[src/reader_timers_map.vh]
// Purpose: register offsets, field positions and reset values of the reader countdown timers
// Assumes: byte-wide registers on an 8-bit address
// Notes:   definitions only
`ifndef READER_TIMERS_MAP_VH
`define READER_TIMERS_MAP_VH

// register offsets
`define ADDR_RUN_CTRL   8'h0E
`define ADDR_T0_CNT_HI  8'h12
`define ADDR_T0_CNT_LO  8'h13
`define ADDR_T1_CTRL    8'h14
`define ADDR_T1_RLD_HI  8'h15
`define ADDR_T1_RLD_LO  8'h16
`define ADDR_T1_CNT_HI  8'h17
`define ADDR_T1_CNT_LO  8'h18
`define ADDR_T2_CTRL    8'h19
`define ADDR_FLAGS      8'h20

// timer control byte fields
`define CTRL_STOP_RX    7
`define CTRL_START_HI   5
`define CTRL_START_LO   4
`define CTRL_TRIM       5
`define CTRL_AUTO       3
`define CTRL_CLK_HI     1
`define CTRL_CLK_LO     0
`define CTRL_WMASK      8'hBB
`define CTRL_RESET      8'h00
`define RELOAD_RESET    16'h0000
`define COUNT_ZERO      16'h0000
`define COUNT_ONE       16'h0001

// start-mode codes
`define START_NONE      2'h0
`define START_TX_END    2'h1
`define START_TRIM      2'h2
`define START_TRIM_UF   2'h3

// clock-select codes
`define CLK_REF         2'h0
`define CLK_SUB         2'h1
`define CLK_UF_A        2'h2
`define CLK_UF_B        2'h3

// run control fields
`define RUN_T0          4
`define RUN_T1          5
`define RUN_T2          6
`define NOW_T0          0
`define NOW_T1          1
`define NOW_T2          2

// flags register fields
`define FLAG_T1         0
`define FLAG_T2         1

// receive bits counted before a stop-on-receive halt
`define RX_STOP_BITS    3'h4
`define RX_BITS_LAST    3'h3

`endif

[src/countdown_timer.v]
// Purpose: one 16-bit countdown timer core
// Assumes: start and stop are one-cycle pulses, never both at once
// Notes:   tick is a one-cycle count enable chosen by the parent
`default_nettype none
`include "reader_timers_map.vh"

module countdown_timer (
    input  wire        clk,
    input  wire        sys_rst,
    input  wire        tick,
    input  wire        startEv,
    input  wire        stopEv,
    input  wire        autoReload,
    input  wire        underflowOn,
    input  wire [15:0] reload,
    output reg  [15:0] count_r,
    output reg         running_r,
    output reg         underflow_r
);

////////////////////////////////////////////////////////////////////////////////

always @(posedge clk) begin
    if (sys_rst) begin
        count_r     <= `COUNT_ZERO;
        running_r   <= 1'b0;
        underflow_r <= 1'b0;
    end else begin
        underflow_r <= 1'b0;
        if (startEv) begin
            count_r   <= reload;
            running_r <= 1'b1;
        end else if (stopEv) begin
            running_r <= 1'b0;
        end else if (running_r && tick) begin
            if (count_r == `COUNT_ZERO) begin
                underflow_r <= underflowOn;
                if (autoReload) begin
                    count_r <= reload;
                end else begin
                    running_r <= 1'b0;
                end
            end else begin
                count_r <= count_r - `COUNT_ONE;
            end
        end
    end
end

endmodule
`default_nettype wire

[src/reader_countdown_timers.v]
// Purpose: Timer1 with control, reload and readback; Timer0 readback; Timer2 control
// Assumes: tick and transceiver strobes come from logic on clk; the trim input is a pin
// Notes:   Timer0 control and Timer2 reload arrive as ports from neighbouring registers
//
// The plain strobed port was chosen for this implementation.
`default_nettype none
`include "reader_timers_map.vh"

// Behaviour
// - stop-on-receive set halts the timer after the first 4 received bits.
// - stop-on-receive is ignored when start mode selects oscillator trimming.
// - start mode 00 never auto-starts; 01 starts at end of transmission.
// - modes 10 and 11 trim the oscillator, starting and stopping on rising edges.
// - auto-restart set reloads the count each time zero is reached, except in start mode 10.
// - auto-restart clear counts down to zero and stops.
// - each Timer1 underflow sets the Timer1 underflow flag, except in start mode 10.
// - clock select picks reference, sub-carrier, Timer0 or Timer2 underflow.
// - a start event copies the 16-bit reload value into the counter.
// - reload writes leave a running count alone until the next start or auto-restart reload.
// - reload value held as high and low read/write bytes.
// - Timer0 and Timer1 counts read back as live high and low bytes.
// - Timer2 control uses the same layout and start codes.
// - Timer2 clock codes 10 and 11 pick Timer0 and Timer1 underflow.
// - each Timer2 underflow sets the Timer2 underflow flag, except in start mode 10.
// - a write changes a running bit only when its start-stop-now bit is written set.
module reader_countdown_timers (
    input  wire        clk,
    input  wire        sys_rst,
    input  wire [7:0]  addr,
    input  wire [7:0]  wrData,
    input  wire        wrStrobe,
    input  wire        rdStrobe,
    output reg  [7:0]  rdData_r,
    input  wire        tickRef,
    input  wire        tickSub,
    input  wire        txEnd,
    input  wire        rxStart,
    input  wire        rxBit,
    input  wire        lowFreqOscPin,
    input  wire [7:0]  timer0Control,
    input  wire [15:0] timer0Reload,
    input  wire [15:0] timer2Reload,
    output reg         timer1UnderflowFlag_r,
    output reg         timer2UnderflowFlag_r
);

////////////////////////////////////////////////////////////////////////////////
// helpers

function selTick;
    input [1:0] sel;
    input       refTick;
    input       subTick;
    input       ufA;
    input       ufB;
    begin
        case (sel)
            `CLK_REF:  selTick = refTick;
            `CLK_SUB:  selTick = subTick;
            `CLK_UF_A: selTick = ufA;
            `CLK_UF_B: selTick = ufB;
            default:   selTick = 1'b0;
        endcase
    end
endfunction

function startEvent;
    input [7:0] ctrl;
    input       now;
    input       runReq;
    input       running;
    input       txDone;
    input       trimEdge;
    reg   [1:0] mode;
    begin
        mode = ctrl[`CTRL_START_HI:`CTRL_START_LO];
        startEvent = (now && runReq)
                   || (mode == `START_TX_END && txDone)
                   || (ctrl[`CTRL_TRIM] && trimEdge && !running);
    end
endfunction

function stopEvent;
    input [7:0] ctrl;
    input       now;
    input       runReq;
    input       running;
    input       rxFour;
    input       trimEdge;
    begin
        stopEvent = (now && !runReq)
                  || (ctrl[`CTRL_STOP_RX] && !ctrl[`CTRL_TRIM] && rxFour)
                  || (ctrl[`CTRL_TRIM] && trimEdge && running);
    end
endfunction

// trimming without underflow neither reloads nor flags
function reloadOn;
    input [7:0] ctrl;
    begin
        reloadOn = ctrl[`CTRL_AUTO]
                 && (ctrl[`CTRL_START_HI:`CTRL_START_LO] != `START_TRIM);
    end
endfunction

function flagOn;
    input [7:0] ctrl;
    begin
        flagOn = (ctrl[`CTRL_START_HI:`CTRL_START_LO] != `START_TRIM);
    end
endfunction

////////////////////////////////////////////////////////////////////////////////
// registers and state

reg  [7:0]  timer1Control_r;
reg  [7:0]  timer1ReloadHigh_r;
reg  [7:0]  timer1ReloadLow_r;
reg  [7:0]  timer2Control_r;
reg         lfoMeta_r;
reg         lfoSync_r;
reg         lfoPrev_r;
reg  [2:0]  rxBits_r;
reg  [7:0]  rdMux;

// full-width copy so each reload byte takes its own half at reset
localparam [15:0] RELOAD_INIT = `RELOAD_RESET;

wire [15:0] count0;
wire [15:0] count1;
wire [15:0] count2;
wire        running0;
wire        running1;
wire        running2;
wire        underflow0;
wire        underflow1;
wire        underflow2;

wire        lfoRise;
wire        rxFour;
wire        runWrite;
wire        flagWrite;
wire [15:0] timer1Reload;
wire        tick0;
wire        tick1;
wire        tick2;
wire        start0;
wire        start1;
wire        start2;
wire        stop0;
wire        stop1;
wire        stop2;

////////////////////////////////////////////////////////////////////////////////
// trim input: the pin is asynchronous, so only the second and third stages feed the edge

always @(posedge clk) begin
    if (sys_rst) begin
        lfoMeta_r <= 1'b0;
        lfoSync_r <= 1'b0;
        lfoPrev_r <= 1'b0;
    end else begin
        lfoMeta_r <= lowFreqOscPin;
        lfoSync_r <= lfoMeta_r;
        lfoPrev_r <= lfoSync_r;
    end
end

assign lfoRise = lfoSync_r && !lfoPrev_r;

////////////////////////////////////////////////////////////////////////////////
// received-bit counter; saturates so the stop pulse fires once per frame

always @(posedge clk) begin
    if (sys_rst || rxStart) begin
        rxBits_r <= 3'h0;
    end else if (rxBit && rxBits_r != `RX_STOP_BITS) begin
        rxBits_r <= rxBits_r + 3'h1;
    end
end

assign rxFour = rxBit && !rxStart && (rxBits_r == `RX_BITS_LAST);

////////////////////////////////////////////////////////////////////////////////
// register writes

assign runWrite  = wrStrobe && (addr == `ADDR_RUN_CTRL);
assign flagWrite = wrStrobe && (addr == `ADDR_FLAGS);

always @(posedge clk) begin
    if (sys_rst) begin
        timer1Control_r    <= `CTRL_RESET;
        timer1ReloadHigh_r <= RELOAD_INIT[15:8];
        timer1ReloadLow_r  <= RELOAD_INIT[7:0];
        timer2Control_r    <= `CTRL_RESET;
    end else if (wrStrobe) begin
        case (addr)
            `ADDR_T1_CTRL:   timer1Control_r    <= wrData & `CTRL_WMASK;
            `ADDR_T1_RLD_HI: timer1ReloadHigh_r <= wrData;
            `ADDR_T1_RLD_LO: timer1ReloadLow_r  <= wrData;
            `ADDR_T2_CTRL:   timer2Control_r    <= wrData & `CTRL_WMASK;
            default: begin
            end
        endcase
    end
end

// only sampled on start or auto-reload at zero, so writes never touch a running count before then
assign timer1Reload = {timer1ReloadHigh_r, timer1ReloadLow_r};

////////////////////////////////////////////////////////////////////////////////
// count clocks; underflows are registered, so chained timers see them a cycle late

assign tick0 = selTick(timer0Control[`CTRL_CLK_HI:`CTRL_CLK_LO],
                       tickRef, tickSub, underflow2, underflow1);
assign tick1 = selTick(timer1Control_r[`CTRL_CLK_HI:`CTRL_CLK_LO],
                       tickRef, tickSub, underflow0, underflow2);
assign tick2 = selTick(timer2Control_r[`CTRL_CLK_HI:`CTRL_CLK_LO],
                       tickRef, tickSub, underflow0, underflow1);

////////////////////////////////////////////////////////////////////////////////
// start and stop events

assign start0 = startEvent(timer0Control, runWrite && wrData[`NOW_T0], wrData[`RUN_T0],
                           running0, txEnd, lfoRise);
assign stop0  = stopEvent(timer0Control, runWrite && wrData[`NOW_T0], wrData[`RUN_T0],
                          running0, rxFour, lfoRise);
assign start1 = startEvent(timer1Control_r, runWrite && wrData[`NOW_T1], wrData[`RUN_T1],
                           running1, txEnd, lfoRise);
assign stop1  = stopEvent(timer1Control_r, runWrite && wrData[`NOW_T1], wrData[`RUN_T1],
                          running1, rxFour, lfoRise);
assign start2 = startEvent(timer2Control_r, runWrite && wrData[`NOW_T2], wrData[`RUN_T2],
                           running2, txEnd, lfoRise);
assign stop2  = stopEvent(timer2Control_r, runWrite && wrData[`NOW_T2], wrData[`RUN_T2],
                          running2, rxFour, lfoRise);

////////////////////////////////////////////////////////////////////////////////
// timer cores

countdown_timer timer0 (
    .clk         (clk),
    .sys_rst     (sys_rst),
    .tick        (tick0),
    .startEv     (start0),
    .stopEv      (stop0),
    .autoReload  (reloadOn(timer0Control)),
    .underflowOn (flagOn(timer0Control)),
    .reload      (timer0Reload),
    .count_r     (count0),
    .running_r   (running0),
    .underflow_r (underflow0)
);

countdown_timer timer1 (
    .clk         (clk),
    .sys_rst     (sys_rst),
    .tick        (tick1),
    .startEv     (start1),
    .stopEv      (stop1),
    .autoReload  (reloadOn(timer1Control_r)),
    .underflowOn (flagOn(timer1Control_r)),
    .reload      (timer1Reload),
    .count_r     (count1),
    .running_r   (running1),
    .underflow_r (underflow1)
);

countdown_timer timer2 (
    .clk         (clk),
    .sys_rst     (sys_rst),
    .tick        (tick2),
    .startEv     (start2),
    .stopEv      (stop2),
    .autoReload  (reloadOn(timer2Control_r)),
    .underflowOn (flagOn(timer2Control_r)),
    .reload      (timer2Reload),
    .count_r     (count2),
    .running_r   (running2),
    .underflow_r (underflow2)
);

////////////////////////////////////////////////////////////////////////////////
// underflow flags: a new underflow beats a clear in the same cycle

always @(posedge clk) begin
    if (sys_rst) begin
        timer1UnderflowFlag_r <= 1'b0;
        timer2UnderflowFlag_r <= 1'b0;
    end else begin
        timer1UnderflowFlag_r <= underflow1
            || (timer1UnderflowFlag_r && !(flagWrite && wrData[`FLAG_T1]));
        timer2UnderflowFlag_r <= underflow2
            || (timer2UnderflowFlag_r && !(flagWrite && wrData[`FLAG_T2]));
    end
end

////////////////////////////////////////////////////////////////////////////////
// readback; counts are live and not latched, so a read during reception may tear

always @* begin
    rdMux = 8'h00;
    case (addr)
        `ADDR_RUN_CTRL: begin
            rdMux[`RUN_T0] = running0;
            rdMux[`RUN_T1] = running1;
            rdMux[`RUN_T2] = running2;
        end
        `ADDR_T0_CNT_HI: rdMux = count0[15:8];
        `ADDR_T0_CNT_LO: rdMux = count0[7:0];
        `ADDR_T1_CTRL:   rdMux = timer1Control_r;
        `ADDR_T1_RLD_HI: rdMux = timer1ReloadHigh_r;
        `ADDR_T1_RLD_LO: rdMux = timer1ReloadLow_r;
        `ADDR_T1_CNT_HI: rdMux = count1[15:8];
        `ADDR_T1_CNT_LO: rdMux = count1[7:0];
        `ADDR_T2_CTRL:   rdMux = timer2Control_r;
        `ADDR_FLAGS: begin
            rdMux[`FLAG_T1] = timer1UnderflowFlag_r;
            rdMux[`FLAG_T2] = timer2UnderflowFlag_r;
        end
        default:         rdMux = 8'h00;
    endcase
end

always @(posedge clk) begin
    if (sys_rst) begin
        rdData_r <= 8'h00;
    end else if (rdStrobe) begin
        rdData_r <= rdMux;
    end else begin
        rdData_r <= 8'h00;
    end
end

endmodule
`default_nettype wire

[config.mk]
export PLATFORM = sky130hd
export DESIGN_NAME = reader_countdown_timers
export DESIGN_NICKNAME = d
export VERILOG_FILES = /design/src/countdown_timer.v /design/src/reader_countdown_timers.v
export VERILOG_INCLUDE_DIRS = /design/src
export SDC_FILE = /design/constraint.sdc
export NUM_CORES = 1
export LEC_CHECK = 0
export BUFFER_PORTS_ARGS = -buffer_cell sky130_fd_sc_hd__buf_2
export CAP_MARGIN = 20
export CORE_MARGIN = 5
export CORE_UTILIZATION = 63
export CTS_CLUSTER_DIAMETER = 200
export CTS_CLUSTER_SIZE = 10
export DETAILED_ROUTE_END_ITERATION = 16
export PLACE_DENSITY_LB_ADDON = 0.12
export SETUP_SLACK_MARGIN = 0.02
export SLEW_MARGIN = 10
export SYNTH_ARGS = -nofsm -noshare
export SYNTH_HDL_FRONTEND = slang
export SYNTH_SLANG_ARGS = --single-unit
export TNS_END_PERCENT = 20
[constraint.sdc]
create_clock -name clk -period 3.7 [get_ports clk]
set_input_delay 0.185 -clock clk [delete_from_list [all_inputs] [get_ports clk]]
set_output_delay 0.185 -clock clk [all_outputs]
set_load 0.02 [all_outputs]
# Yosys cells after proc, flatten, opt, wreduce, memory -nomap -nowiden
# Cells that the tools add are included.
[word_totals] register_bits=98 in_bits=66 wordCells=204
[classes] addsub=4 n_eq_ne=36 mux=37 bitwise_logic=7 n_reduce_logical=100
[ops] operator="$mux 16" count=15
[ops] operator="$eq 8x5->1 const B" count=8
[ops] operator="$logic_not 16->1" count=3
[ops] operator="$sub 16x1->16 const B" count=3
[ops] operator="$logic_and 1x1->1" count=43
[ops] operator="$pmux 3 s9" count=1
[ops] operator="$pmux 2 s9" count=1
[ops] operator="$reduce_and 3->1" count=6
[ops] operator="$reduce_bool 3->1" count=6
[ops] operator="$pmux 2 s8" count=1
[ops] operator="$logic_or 1x1->1" count=15
[ops] operator="$mux 1" count=15
[ops] operator="$reduce_or 5->1" count=3
[ops] operator="$logic_not 1->1" count=13
[ops] operator="$eq 2x1->1 const B" count=6
[ops] operator="$eq 2x2->1 const B" count=6
[ops] operator="$ne 2x2->1 const B" count=6
[ops] operator="$ne 3x3->1 const B" count=4
[ops] operator="$pmux 1 s4" count=3
[ops] operator="$ne 3x2->1 const B" count=3
[ops] operator="$eq 8x4->1 const B" count=1
[ops] operator="$eq 8x6->1 const B" count=1
[ops] operator="$pmux 1 s8" count=1
[ops] operator="$reduce_and 2->1" count=4
[ops] operator="other kinds (6)" count=16

# Logic depth before layout (Yosys ltp)
# Gate-level depths: netlist of the first run.
[logic_depth] ltp_word=8 ltp_mapped=11 depth_no_buf=8

# By module
# A second synthesis of the first run with hierarchy kept.
[unflattened] hier_cells=721 hier_area_um2=6035.8
[modules_own_cells] mod="countdown_timer" instances=3 cells_each=140 area_each_um2=1114.8
[modules_own_cells] mod="reader_countdown_timers" instances=1 cells_each=301 area_each_um2=2691.3

# Worst setup path before layout of the first run
# No wires, ideal clock.
[synth_path] path_type="reg-to-reg" start="reg timer2.count_r[0]" end="reg timer2.count_r[12]" setup_ns=0.128 t_arrival_ns=2.266 required_time_ns=3.572 path_slack_ns=1.306 stages_incl_launch_ff=12 path_cell_list="dfxtp_1 inv_1 ha_1 nor4b_1 and4_1 buf_2 a211o_1 buf_2 buf_4 mux2_2 a32oi_1 nor2_1"
[synth_via] elab_chain_len=5
[synth_lines] element="start, declared" line="countdown_timer.v:16" source="output reg [15:0] count_r,"
[synth_lines] element="start signal, assigned" line="countdown_timer.v:25" source="count_r <= `COUNT_ZERO;"
[synth_lines] element="start signal, assigned" line="countdown_timer.v:31" source="count_r <= reload;"
[synth_lines] element="start signal, assigned" line="countdown_timer.v:39" source="count_r <= reload;"
[synth_lines] element="$sub 16x1->16 (no source line) / $logic_not 16->1 (equally long branches)"
[synth_lines] element="$mux 16" line="countdown_timer.v:36" source="if (count_r == `COUNT_ZERO) begin"
[synth_lines] element="$mux 16" line="countdown_timer.v:35" source="end else if (running_r && tick) begin"
[synth_lines] element="$mux 16" line="countdown_timer.v:33" source="end else if (stopEv) begin"
[synth_lines] element="$mux 16" line="countdown_timer.v:30" source="if (startEv) begin"
# Several ways; a longest one is shown, not always the timed one. The select of a mux whose other input is x is not followed.
# A chain may end at the register's enable or synchronous reset.

# Worst setup path after layout of the first run
[layout_path] start="reg timer2.count_r[0]" end="reg timer2.count_r[9]"
# The elaborated chain is that of the path after synthesis.

==> results of run 1 <==
report_power, final:
group          switching [W]  total (W)  internal [W]
combinational       0.000286   0.000472      0.000186
sequential         0.0000341    0.00111       0.00108
clock               0.000423   0.000699      0.000276
worst max-delay path: stages, from the launching register on:
cell     delay, ns
dfxtp_1       0.36
inv_1         0.12
ha_1          0.15
nor4b_1       0.49
and4_1        0.52
a211o_1       0.61
mux2_2        0.41
a32oi_1       0.18
nor2_1        0.06
kinds of logic (layout without fill, tap and decap cells):
kind of cell / count (synthesis) / after routing
buffers and inverters: 67 / 122
xor gates and xnor gates: 2 / 2
muxes: 53 / 53
adders and majority gates: 9 / 9
DFF: 98 / 98
AOI/OAI and AO/OA: 203 / 203
and+or+nand+nor: 339 / 339
final timing paths:
path / from / to / slack (ns) / depth (start not counted)
setup reg to reg: timer2.count_r[0]$_SDFFE_PP0P_ / timer2.count_r[9]$_SDFFE_PP0P_ / 0.67 / 8
setup / recovery: timer2.count_r[0]$_SDFFE_PP0P_ / timer2.count_r[9]$_SDFFE_PP0P_ / 0.67 / 8
hold reg to reg: lfoMeta_r$_SDFF_PP0_ / lfoSync_r$_SDFF_PP0_ / 0.46 / 1
hold / removal: timer0Reload[8] / timer0.count_r[8]$_SDFFE_PP0P_ / 0.02 / 2
cell type report:
class,count,share of cell area [%]
multi-input cells,606,57.6
repair buffers,87,7.09
clock inverters,6,0.794
inverters,19,1.05
flip-flops and latches,98,28.9
clock buffers,10,2.03
well taps,133,2.45
layer usage:
metal | vias to the layer above | track usage [%]
met5 | - | 0
met4 | 0 | 12.3
met3 | 61 | 7.10
met2 | 390 | 49.2
met1 | 3062 | 44.9
li1 | 3028 | -
cells in the final DEF (no fill, tap or decap), types with 8 or more instances in the layout:
cell type	Yosys	final
nor3_1	33	33
o211ai_1	14	14
nor2b_1	10	10
dfxtp_1	98	98
nand3_1	34	34
nand2_1	58	58
and2_1	13	13
inv_1	19	19
nor2_1	81	81
a21oi_1	51	51
nor4_1	27	27
a21boi_0	8	8
nor4b_1	8	8
nand4_1	16	16
a32oi_1	15	15
clkbuf_8	0	10
buf_2	8	73
mux2_2	20	20
o21ai_0	34	34
buf_4	1	10
or3_1	8	8
and3_1	11	11
nand2b_1	12	12
ha_1	9	9
a31oi_1	15	15
mux2i_1	28	28
state kept, by name, indices dropped and copies added, names as in the netlist:
signal / cells
timer2.count_r: 16
lfoMeta_r: 1
timer1.running_r: 1
timer1.underflow_r: 1
rdData_r: 8
timer1ReloadHigh_r: 8
timer2.running_r: 1
timer1UnderflowFlag_r: 1
timer0.underflow_r: 1
timer0.count_r: 16
lfoPrev_r: 1
timer1.count_r: 16
timer1Control_r: 6
timer2UnderflowFlag_r: 1
timer0.running_r: 1
rxBits_r: 3
lfoSync_r: 1
timer1ReloadLow_r: 8
timer2Control_r: 6
timer2.underflow_r: 1
metrics by stage:
stage / power (W) / utilization [%] / hold WS (ns)
finish: 0.00228 / 70.3 / 0.0159
global route: 0.00238 / 70.3 / 0.0157
CTS: 0.00228 / 70.3 / 0.00758
detailed placement: 0.00159 / 67.9 / 0.398
global placement: 0.00158 / 67.9 / 0.390
floorplan: 0.00146 / - / 0.262
timing repair:
action / CTS / global route
hold buffers: 4 / 0
buffers inserted: 0 / 0
endpoints found under the hold margin: 6 / 0
==> impl_results.md, run 1 <==
* Setup slack at placement at 0.758 ns
* TNS Setup at 0 ns
* Xor-xnor portion of the synthesized cell area at less than 1%
* Mapped cell area at 6140 um^2
* RSZ-0062 raised after global routing: false
* Core area at 9640 um^2
* FFs w/ async S/R, synth at 0%
* Area of the multi-input gates at 3910 um^2
* Port bufs at 73
* CTS max path bufs at 2
* Outcome: finished, final reports clean
* Post-synthesis register bit count at 98
* Wire length on met3 at 1.92 mm
* Clock-pin slew on the worst setup and hold paths at about 0.11 ns
* GP Congestion at 0.998
* Inst Count DP at 938
* Top_reg_cell synth: dfxtp_1
* Initial antenna violation count at 0
* Post-synthesis sequential area ratio at 32.0%
* Post-route DRC at 0
* Type of the worst min-delay path: in2reg
* DR top layer: met4
* Synth Area in Simple Gates at ~29%
* Io pins at 76
* Highest Clock Rate at roughly 330 MHz
* EDFF count, synth at 0
* LEAKAGE at 2.67 nW
* Post-layout instance area at 6780 um^2
* Area contributors post-synth: dfxtp_1, nor2_1, mux2i_1
* Post-synth top cells: dfxtp_1, nor2_1, nand2_1
* Mapped Nets at 846
* Crit end category: flip-flop
* Maxcap violations at 0
* Area grow syn2layout at 10.5%
* First-pass GRT wire length at about 30 mm
* Non-Filler Instances at 959
* Vias in the first global route at 6107
* WL met1 at 7.80 mm
* CP Launch Type: flip-flop
* Critical Path Fanout Max at 18
* Die width at 109 um
* Vias/cell at 6.82
* Largest family of logic cells by synthesized area: simple AND/OR/NAND/NOR gates
* Critical Path AT at 3.32 ns
* Per-cell routed wire length at 19.5 um
* Antenna Nets Post-Route at 0
* Final Cycle Share at 81.8%
* Slew at the pin closest to its max-slew limit at 1.06 ns
* CTS H-tree depth at 3
* Drt first pass iters at 5
* Layout cells sized above 1 at 16.6%
* Num rows at 36
* Share of the synthesized area in the top cell type at 32.0%
* Die area at 11800 um^2
* Synthesized area per cell at 7.96 um^2
* Die span in y at 109 um
* Multiplexer share of the synthesized area at 10.1%
* Final worst slack at 0.673 ns
* Placed inst area at 6540 um^2
* Yosys warns at 0
* Overflow after GRT at 0
* Diode count at 0
* Final setup fails at 0
* TritonCTS Buffers at 9
* PwrDens at around 340 nW/um^2
* Slew headroom at 28.4%
* Initial Utilization at 63.7%
* Mapped Cells at 771
* Slew Viols, Final at 0
* Filler Cells Inserted at 882
* Vias at 6541
* 1st-iter DRT viols at about 570
* TritonCTS clock tree: done
* Req. time, crit path at 3.99 ns
* Largest area contributor in the netlist: dfxtp_1
* Crit path kind: reg2reg
* Clock period minus worst slack at 3.03 ns
* Clock Skews at 0.0161 ns
* CTS Root Cell: clkbuf_8
* Gr usage total at 32.3%
* Post-cts resize count at 0
* Synth Area in Adders at around 1.8%
* DP Wirelength at 13.6 mm
* Clock sinks at 98
* Clk Latency, worst-skew pair at 0.40 ns
* Final wirelength at 18.7 mm
* WL met2 at between 8 and 9 mm
* Most used standard cell by instance count after synthesis: dfxtp_1
* Compound-Gate Fraction of Synth Area at about 23%
* Largest net degree at the start of global routing at 52
* VDD IR-drop max at between 0.0003 and 0.0004 V
* Netlist cell types at 66
* Register area at 1960 um^2
* Nets at about 900
* Final hold viol count at 0
Note: power is estimated with default switching activity, not from simulation.
==> run 2, diff against run 1 <==
--- a/config.mk
+++ b/config.mk
@@ -6,10 +6,11 @@
 export SDC_FILE = /design/constraint.sdc
 export NUM_CORES = 1
 export LEC_CHECK = 0
+export ABC_AREA = 1
 export BUFFER_PORTS_ARGS = -buffer_cell sky130_fd_sc_hd__buf_2
 export CAP_MARGIN = 20
 export CORE_MARGIN = 5
-export CORE_UTILIZATION = 63
+export CORE_UTILIZATION = 60
 export CTS_CLUSTER_DIAMETER = 200
 export CTS_CLUSTER_SIZE = 10
 export DETAILED_ROUTE_END_ITERATION = 16
==> constraint.sdc (replaced) <==
create_clock -name clk -period 2.97 [get_ports clk]
set_input_delay 0.1485 -clock clk [delete_from_list [all_inputs] [get_ports clk]]
set_output_delay 0.1485 -clock clk [all_outputs]
set_load 0.02 [all_outputs]
==> impl_results.md, run 2 <==
* Outcome: finished, final reports clean (unchanged)
* VDD IR-drop max at 0.000327 V (was 0.000313 V)
* CP Cell Sequence: ha_1 > ha_1 > nand2_1 > nor2_1 > nand3_1 > o21ai_0 > inv_1 > nand4_1 > nand3_1 > nand2_1 > nor2_1 (was inv_1 > ha_1 > nor4b_1 > and4_1 > a211o_1 > mux2_2 > a32oi_1 > nor2_1)
* Per-cell routed wire length at 14.6 um (was 19.5 um)
* Crit path kind: reg2reg (unchanged)
* Largest net degree at the start of global routing at 47 (was 52)
* Cells on Worst Hold Path at 3 (was 2)
* Nets at 1379 (was 896)
* Type of the worst min-delay path: in2reg (unchanged)
* Maxcap violations at 0 (unchanged)
* Synth Area in Adders at 1.59% (was 1.84%)
* Initial antenna violation count at 0 (unchanged)
* Clock sinks at 98 (unchanged)
* Netlist cell types at 39 (was 66)
* Die span in y at 119 um (was 109 um)
* RSZ-0062 raised after global routing: false (unchanged)
* Post-synthesis sequential area ratio at 27.7% (was 32.0%)
* Slew at the pin closest to its max-slew limit at 0.794 ns (was 1.06 ns)
* Port bufs at 73 (unchanged)
* Layout cells sized above 1 at 10.0% (was 16.6%)
* Synth Area in Simple Gates at 49.4% (was 28.8%)
* PwrDens at 433 nW/um^2 (was 336 nW/um^2)
* Crit Reg-Reg Endpoint: timer0.count_r[7]$_SDFFE_PP0P_ (was timer2.count_r[9]$_SDFFE_PP0P_)
* Vias in the first global route at 7098 (was 6107)
* Clk Latency, worst-skew pair at 0.36 ns (was 0.40 ns)
* CTS Root Cell: clkbuf_16 (was clkbuf_8)
* Worst Path Buf+Inv at 1 (unchanged)
* Clock share of power at 39.0% (was 30.7%)
* Mapped cell area at 7080 um^2 (was 6140 um^2)
* LEAKAGE at 4.20 nW (was 2.67 nW)
* CTS max path bufs at 2 (unchanged)
* Post-synthesis register bit count at 98 (unchanged)
* TritonCTS Buffers at 9 (unchanged)
* Seq pwr share at 41.0% (was 48.6%)
* Reg2reg start: rxBits_r[0]$_SDFFE_PP0P_ (was timer2.count_r[0]$_SDFFE_PP0P_)
* Num rows at 39 (was 36)
* CTS H-tree depth at 3 (unchanged)
* CP max stage cell: nand4_1 (was a211o_1)
* Slew headroom at 46.9% (was 28.4%)
* Comb power frac at 20.0% (was 20.7%)
* Multiplexer share of the synthesized area at 0% (was 10.1%)
* Final hold viol count at 0 (unchanged)
* Total setup buffers inserted after CTS at 0 (unchanged)
* Vias/cell at 5.51 (was 6.82)
* Overflow after GRT at 0 (unchanged)
* FFs w/ async S/R, synth at 0% (unchanged)
* Share of the synthesized area in the top cell type at 27.7% (was 32.0%)
* Area grow syn2layout at 9.81% (was 10.5%)
* Commonest non-fill, non-tap cells in the layout: nand2_1, nor2_1, inv_1, dfxtp_1, nand3_1 (was dfxtp_1, nor2_1, buf_2, nand2_1, a21oi_1)
* Clock Skews at 0.00818 ns (was 0.0161 ns)
* Post-synth top cells: nand2_1, nor2_1, inv_1 (was dfxtp_1, nor2_1, nand2_1)
* Hold_sp: lowFreqOscPin (was timer0Reload[8])
* Switch Pwr at 0.00105 W (was 0.000743 W)
* Top delay family on crit path: simple AND/OR/NAND/NOR gates (unchanged)
* Clock-pin slew on the worst setup and hold paths at 0.07 ns (was 0.11 ns)
* Critical Path Fanout Max at 16 (was 18)
* CP Launch Type: flip-flop (unchanged)
* 1st-iter DRT viols at 816 (was 568)
* Die area at 14100 um^2 (was 11800 um^2)
* Biggest regs: timer0.count_r x16, timer1.count_r x16, timer2.count_r x16 (unchanged)
* EDFF count, synth at 0 (unchanged)
* R2R depth at 11 (was 8)
* Diode count at 0 (unchanged)
* Area contributors post-synth: dfxtp_1, nand2_1, nor2_1 (was dfxtp_1, nor2_1, mux2i_1)
* GP Congestion at 0.975 (was 0.998)
* Xor-xnor portion of the synthesized cell area at 0.990% (was 0.285%)
* Clock period minus worst slack at 2.31 ns (was 3.03 ns)
* Int Pwr at 0.00232 W (was 0.00154 W)
* Mapped Cells at 1248 (was 771)
* Mapped Nets at 1323 (was 846)
* Req. time, crit path at 3.23 ns (was 3.99 ns)
* Final wirelength at 21.2 mm (was 18.7 mm)
* Slew Viols, Final at 0 (unchanged)
* Initial Utilization at 61.7% (was 63.7%)
* Final Cycle Share at 77.9% (was 81.8%)
* First-pass GRT wire length at 35.0 mm (was 30.3 mm)
* Core area at 11500 um^2 (was 9640 um^2)
* Most common cell after layout, fill and taps aside: nand2_1 (was dfxtp_1)
* Critical Path AT at 2.57 ns (was 3.32 ns)
* Die width at 119 um (was 109 um)
* TNS Setup at 0 ns (unchanged)
* Post-route DRC at 0 (unchanged)
* Switching share of power at 31.2% (was 32.6%)
* Crit end category: flip-flop (unchanged)
* Top_reg_cell synth: dfxtp_1 (unchanged)
* Largest family of logic cells by synthesized area: simple AND/OR/NAND/NOR gates (unchanged)
* Antenna Nets Post-Route at 0 (unchanged)
* Tot Pwr at 0.00337 W (was 0.00228 W)
* Gr usage total at 29.7% (was 32.3%)
* Yosys warns at 0 (unchanged)
* Vias at 8000 (was 6541)
* Compound-Gate Fraction of Synth Area at 10.2% (was 22.6%)
* Synthesized area per cell at 5.67 um^2 (was 7.96 um^2)
* Drt first pass iters at 6 (was 5)
* Highest Clock Rate at 432 MHz (was 330 MHz)
* Most used standard cell by instance count after synthesis: nand2_1 (was dfxtp_1)
* DP Wirelength at 15.5 mm (was 13.6 mm)
* TritonCTS clock tree: done (unchanged)
* Post-cts resize count at 0 (unchanged)
* Worst reg2reg setup slack at 0.66 ns (was 0.67 ns)
* Io pins at 76 (unchanged)
* Biggest cell delay along the critical path at 0.56 ns (was 0.61 ns)
* Hold EP: lfoMeta_r$_SDFF_PP0_ (was timer0.count_r[8]$_SDFFE_PP0P_)
* Final setup fails at 0 (unchanged)
* Largest area contributor in the netlist: dfxtp_1 (unchanged)
* Post-CTS Hold Buffers at 0 (was 4)
## run 2: changes by cell type after synthesis, sizes merged, moves of 25 or more
cell and change:
nand2 +410, nor2 +140, inv +119, nand3 +52, mux2i -28, clkbuf -26, o21ai +26, nor4 -25
## run 2: cells by family (layout without fill, tap and decap cells)
family / Yosys count / in the layout
and+or+nand+nor: 831 / 831
AOI/OAI and AO/OA: 132 / 132
xor gates and xnor gates: 8 / 8
buffers and inverters: 170 / 231
adders and majority gates: 9 / 9
DFF: 98 / 98
## run 2: through the flow
| step | instances | hold slack, ns | setup slack [ns] | area (um^2) | util, % |
|---|---|---|---|---|---|
| floorplan | 1248 | 0.255 | 1.30 | 7080 | - |
| detailed placement | 1436 | 0.389 | 0.700 | 7460 | 65.0 |
| CTS | 1452 | 0.0191 | 0.691 | 7770 | 67.8 |
| global route | 1452 | 0.0580 | 0.484 | 7770 | 67.8 |
| global placement | 1436 | 0.372 | 0.778 | 7460 | 65.0 |
| finish | 1452 | 0.00780 | 0.657 | 7770 | 67.8 |
## run 2: how the worst max path moves through the flow
stage	end	start	cells past startpoint	slack, ns
finish	timer0.count_r[7]$_SDFFE_PP0P_	rxBits_r[0]$_SDFFE_PP0P_	11	0.66
global route	timer0.count_r[7]$_SDFFE_PP0P_	rxBits_r[0]$_SDFFE_PP0P_	11	0.48
CTS	timer0.count_r[14]$_SDFFE_PP0P_	rxBits_r[0]$_SDFFE_PP0P_	11	0.69
detailed placement	timer0.count_r[7]$_SDFFE_PP0P_	rxBits_r[0]$_SDFFE_PP0P_	11	0.70
global placement	timer0.count_r[1]$_SDFFE_PP0P_	rxBits_r[0]$_SDFFE_PP0P_	11	0.78
floorplan	timer2.count_r[11]$_SDFFE_PP0P_	rxBits_r[0]$_SDFFE_PP0P_	14	1.30
## run 2: power by group through the flow
stage	clock [W]	combinational, W	sequential, W
after floorplan	0	0.000498	0.00140
final	0.00131	0.000674	0.00138
after CTS	0.00130	0.000664	0.00138
after global routing	0.00136	0.000776	0.00138
after detailed placement	0	0.000657	0.00141
after global placement	0	0.000647	0.00141
## run 2: final cells by class
class / instances / area [um^2]
clock inverters: 6 / 87.6
multi-input cells: 980 / 4410
well taps: 143 / 179
repair buffers: 76 / 388
clock buffers: 10 / 229
inverters: 139 / 522
flip-flops and latches: 98 / 1960
fillers: 1127 / 3690
## run 2: worst register-to-register path: stages (launching register included)
cell	delay [ns]
dfxtp_1	0.37
ha_1	0.17
ha_1	0.13
nand2_1	0.05
nor2_1	0.33
nand3_1	0.12
o21ai_0	0.10
inv_1	0.08
nand4_1	0.56
nand3_1	0.17
nand2_1	0.10
nor2_1	0.04
## run 2: per-layer routing
layer  vias to the layer above  track usage [%]  wire (um)
li1                       4073                -          -
met1                      3496             40.3       9390
met2                       376             47.1       9470
met3                        55             5.30       1720
met4                         0             11.6        630
met5                         -                0          0
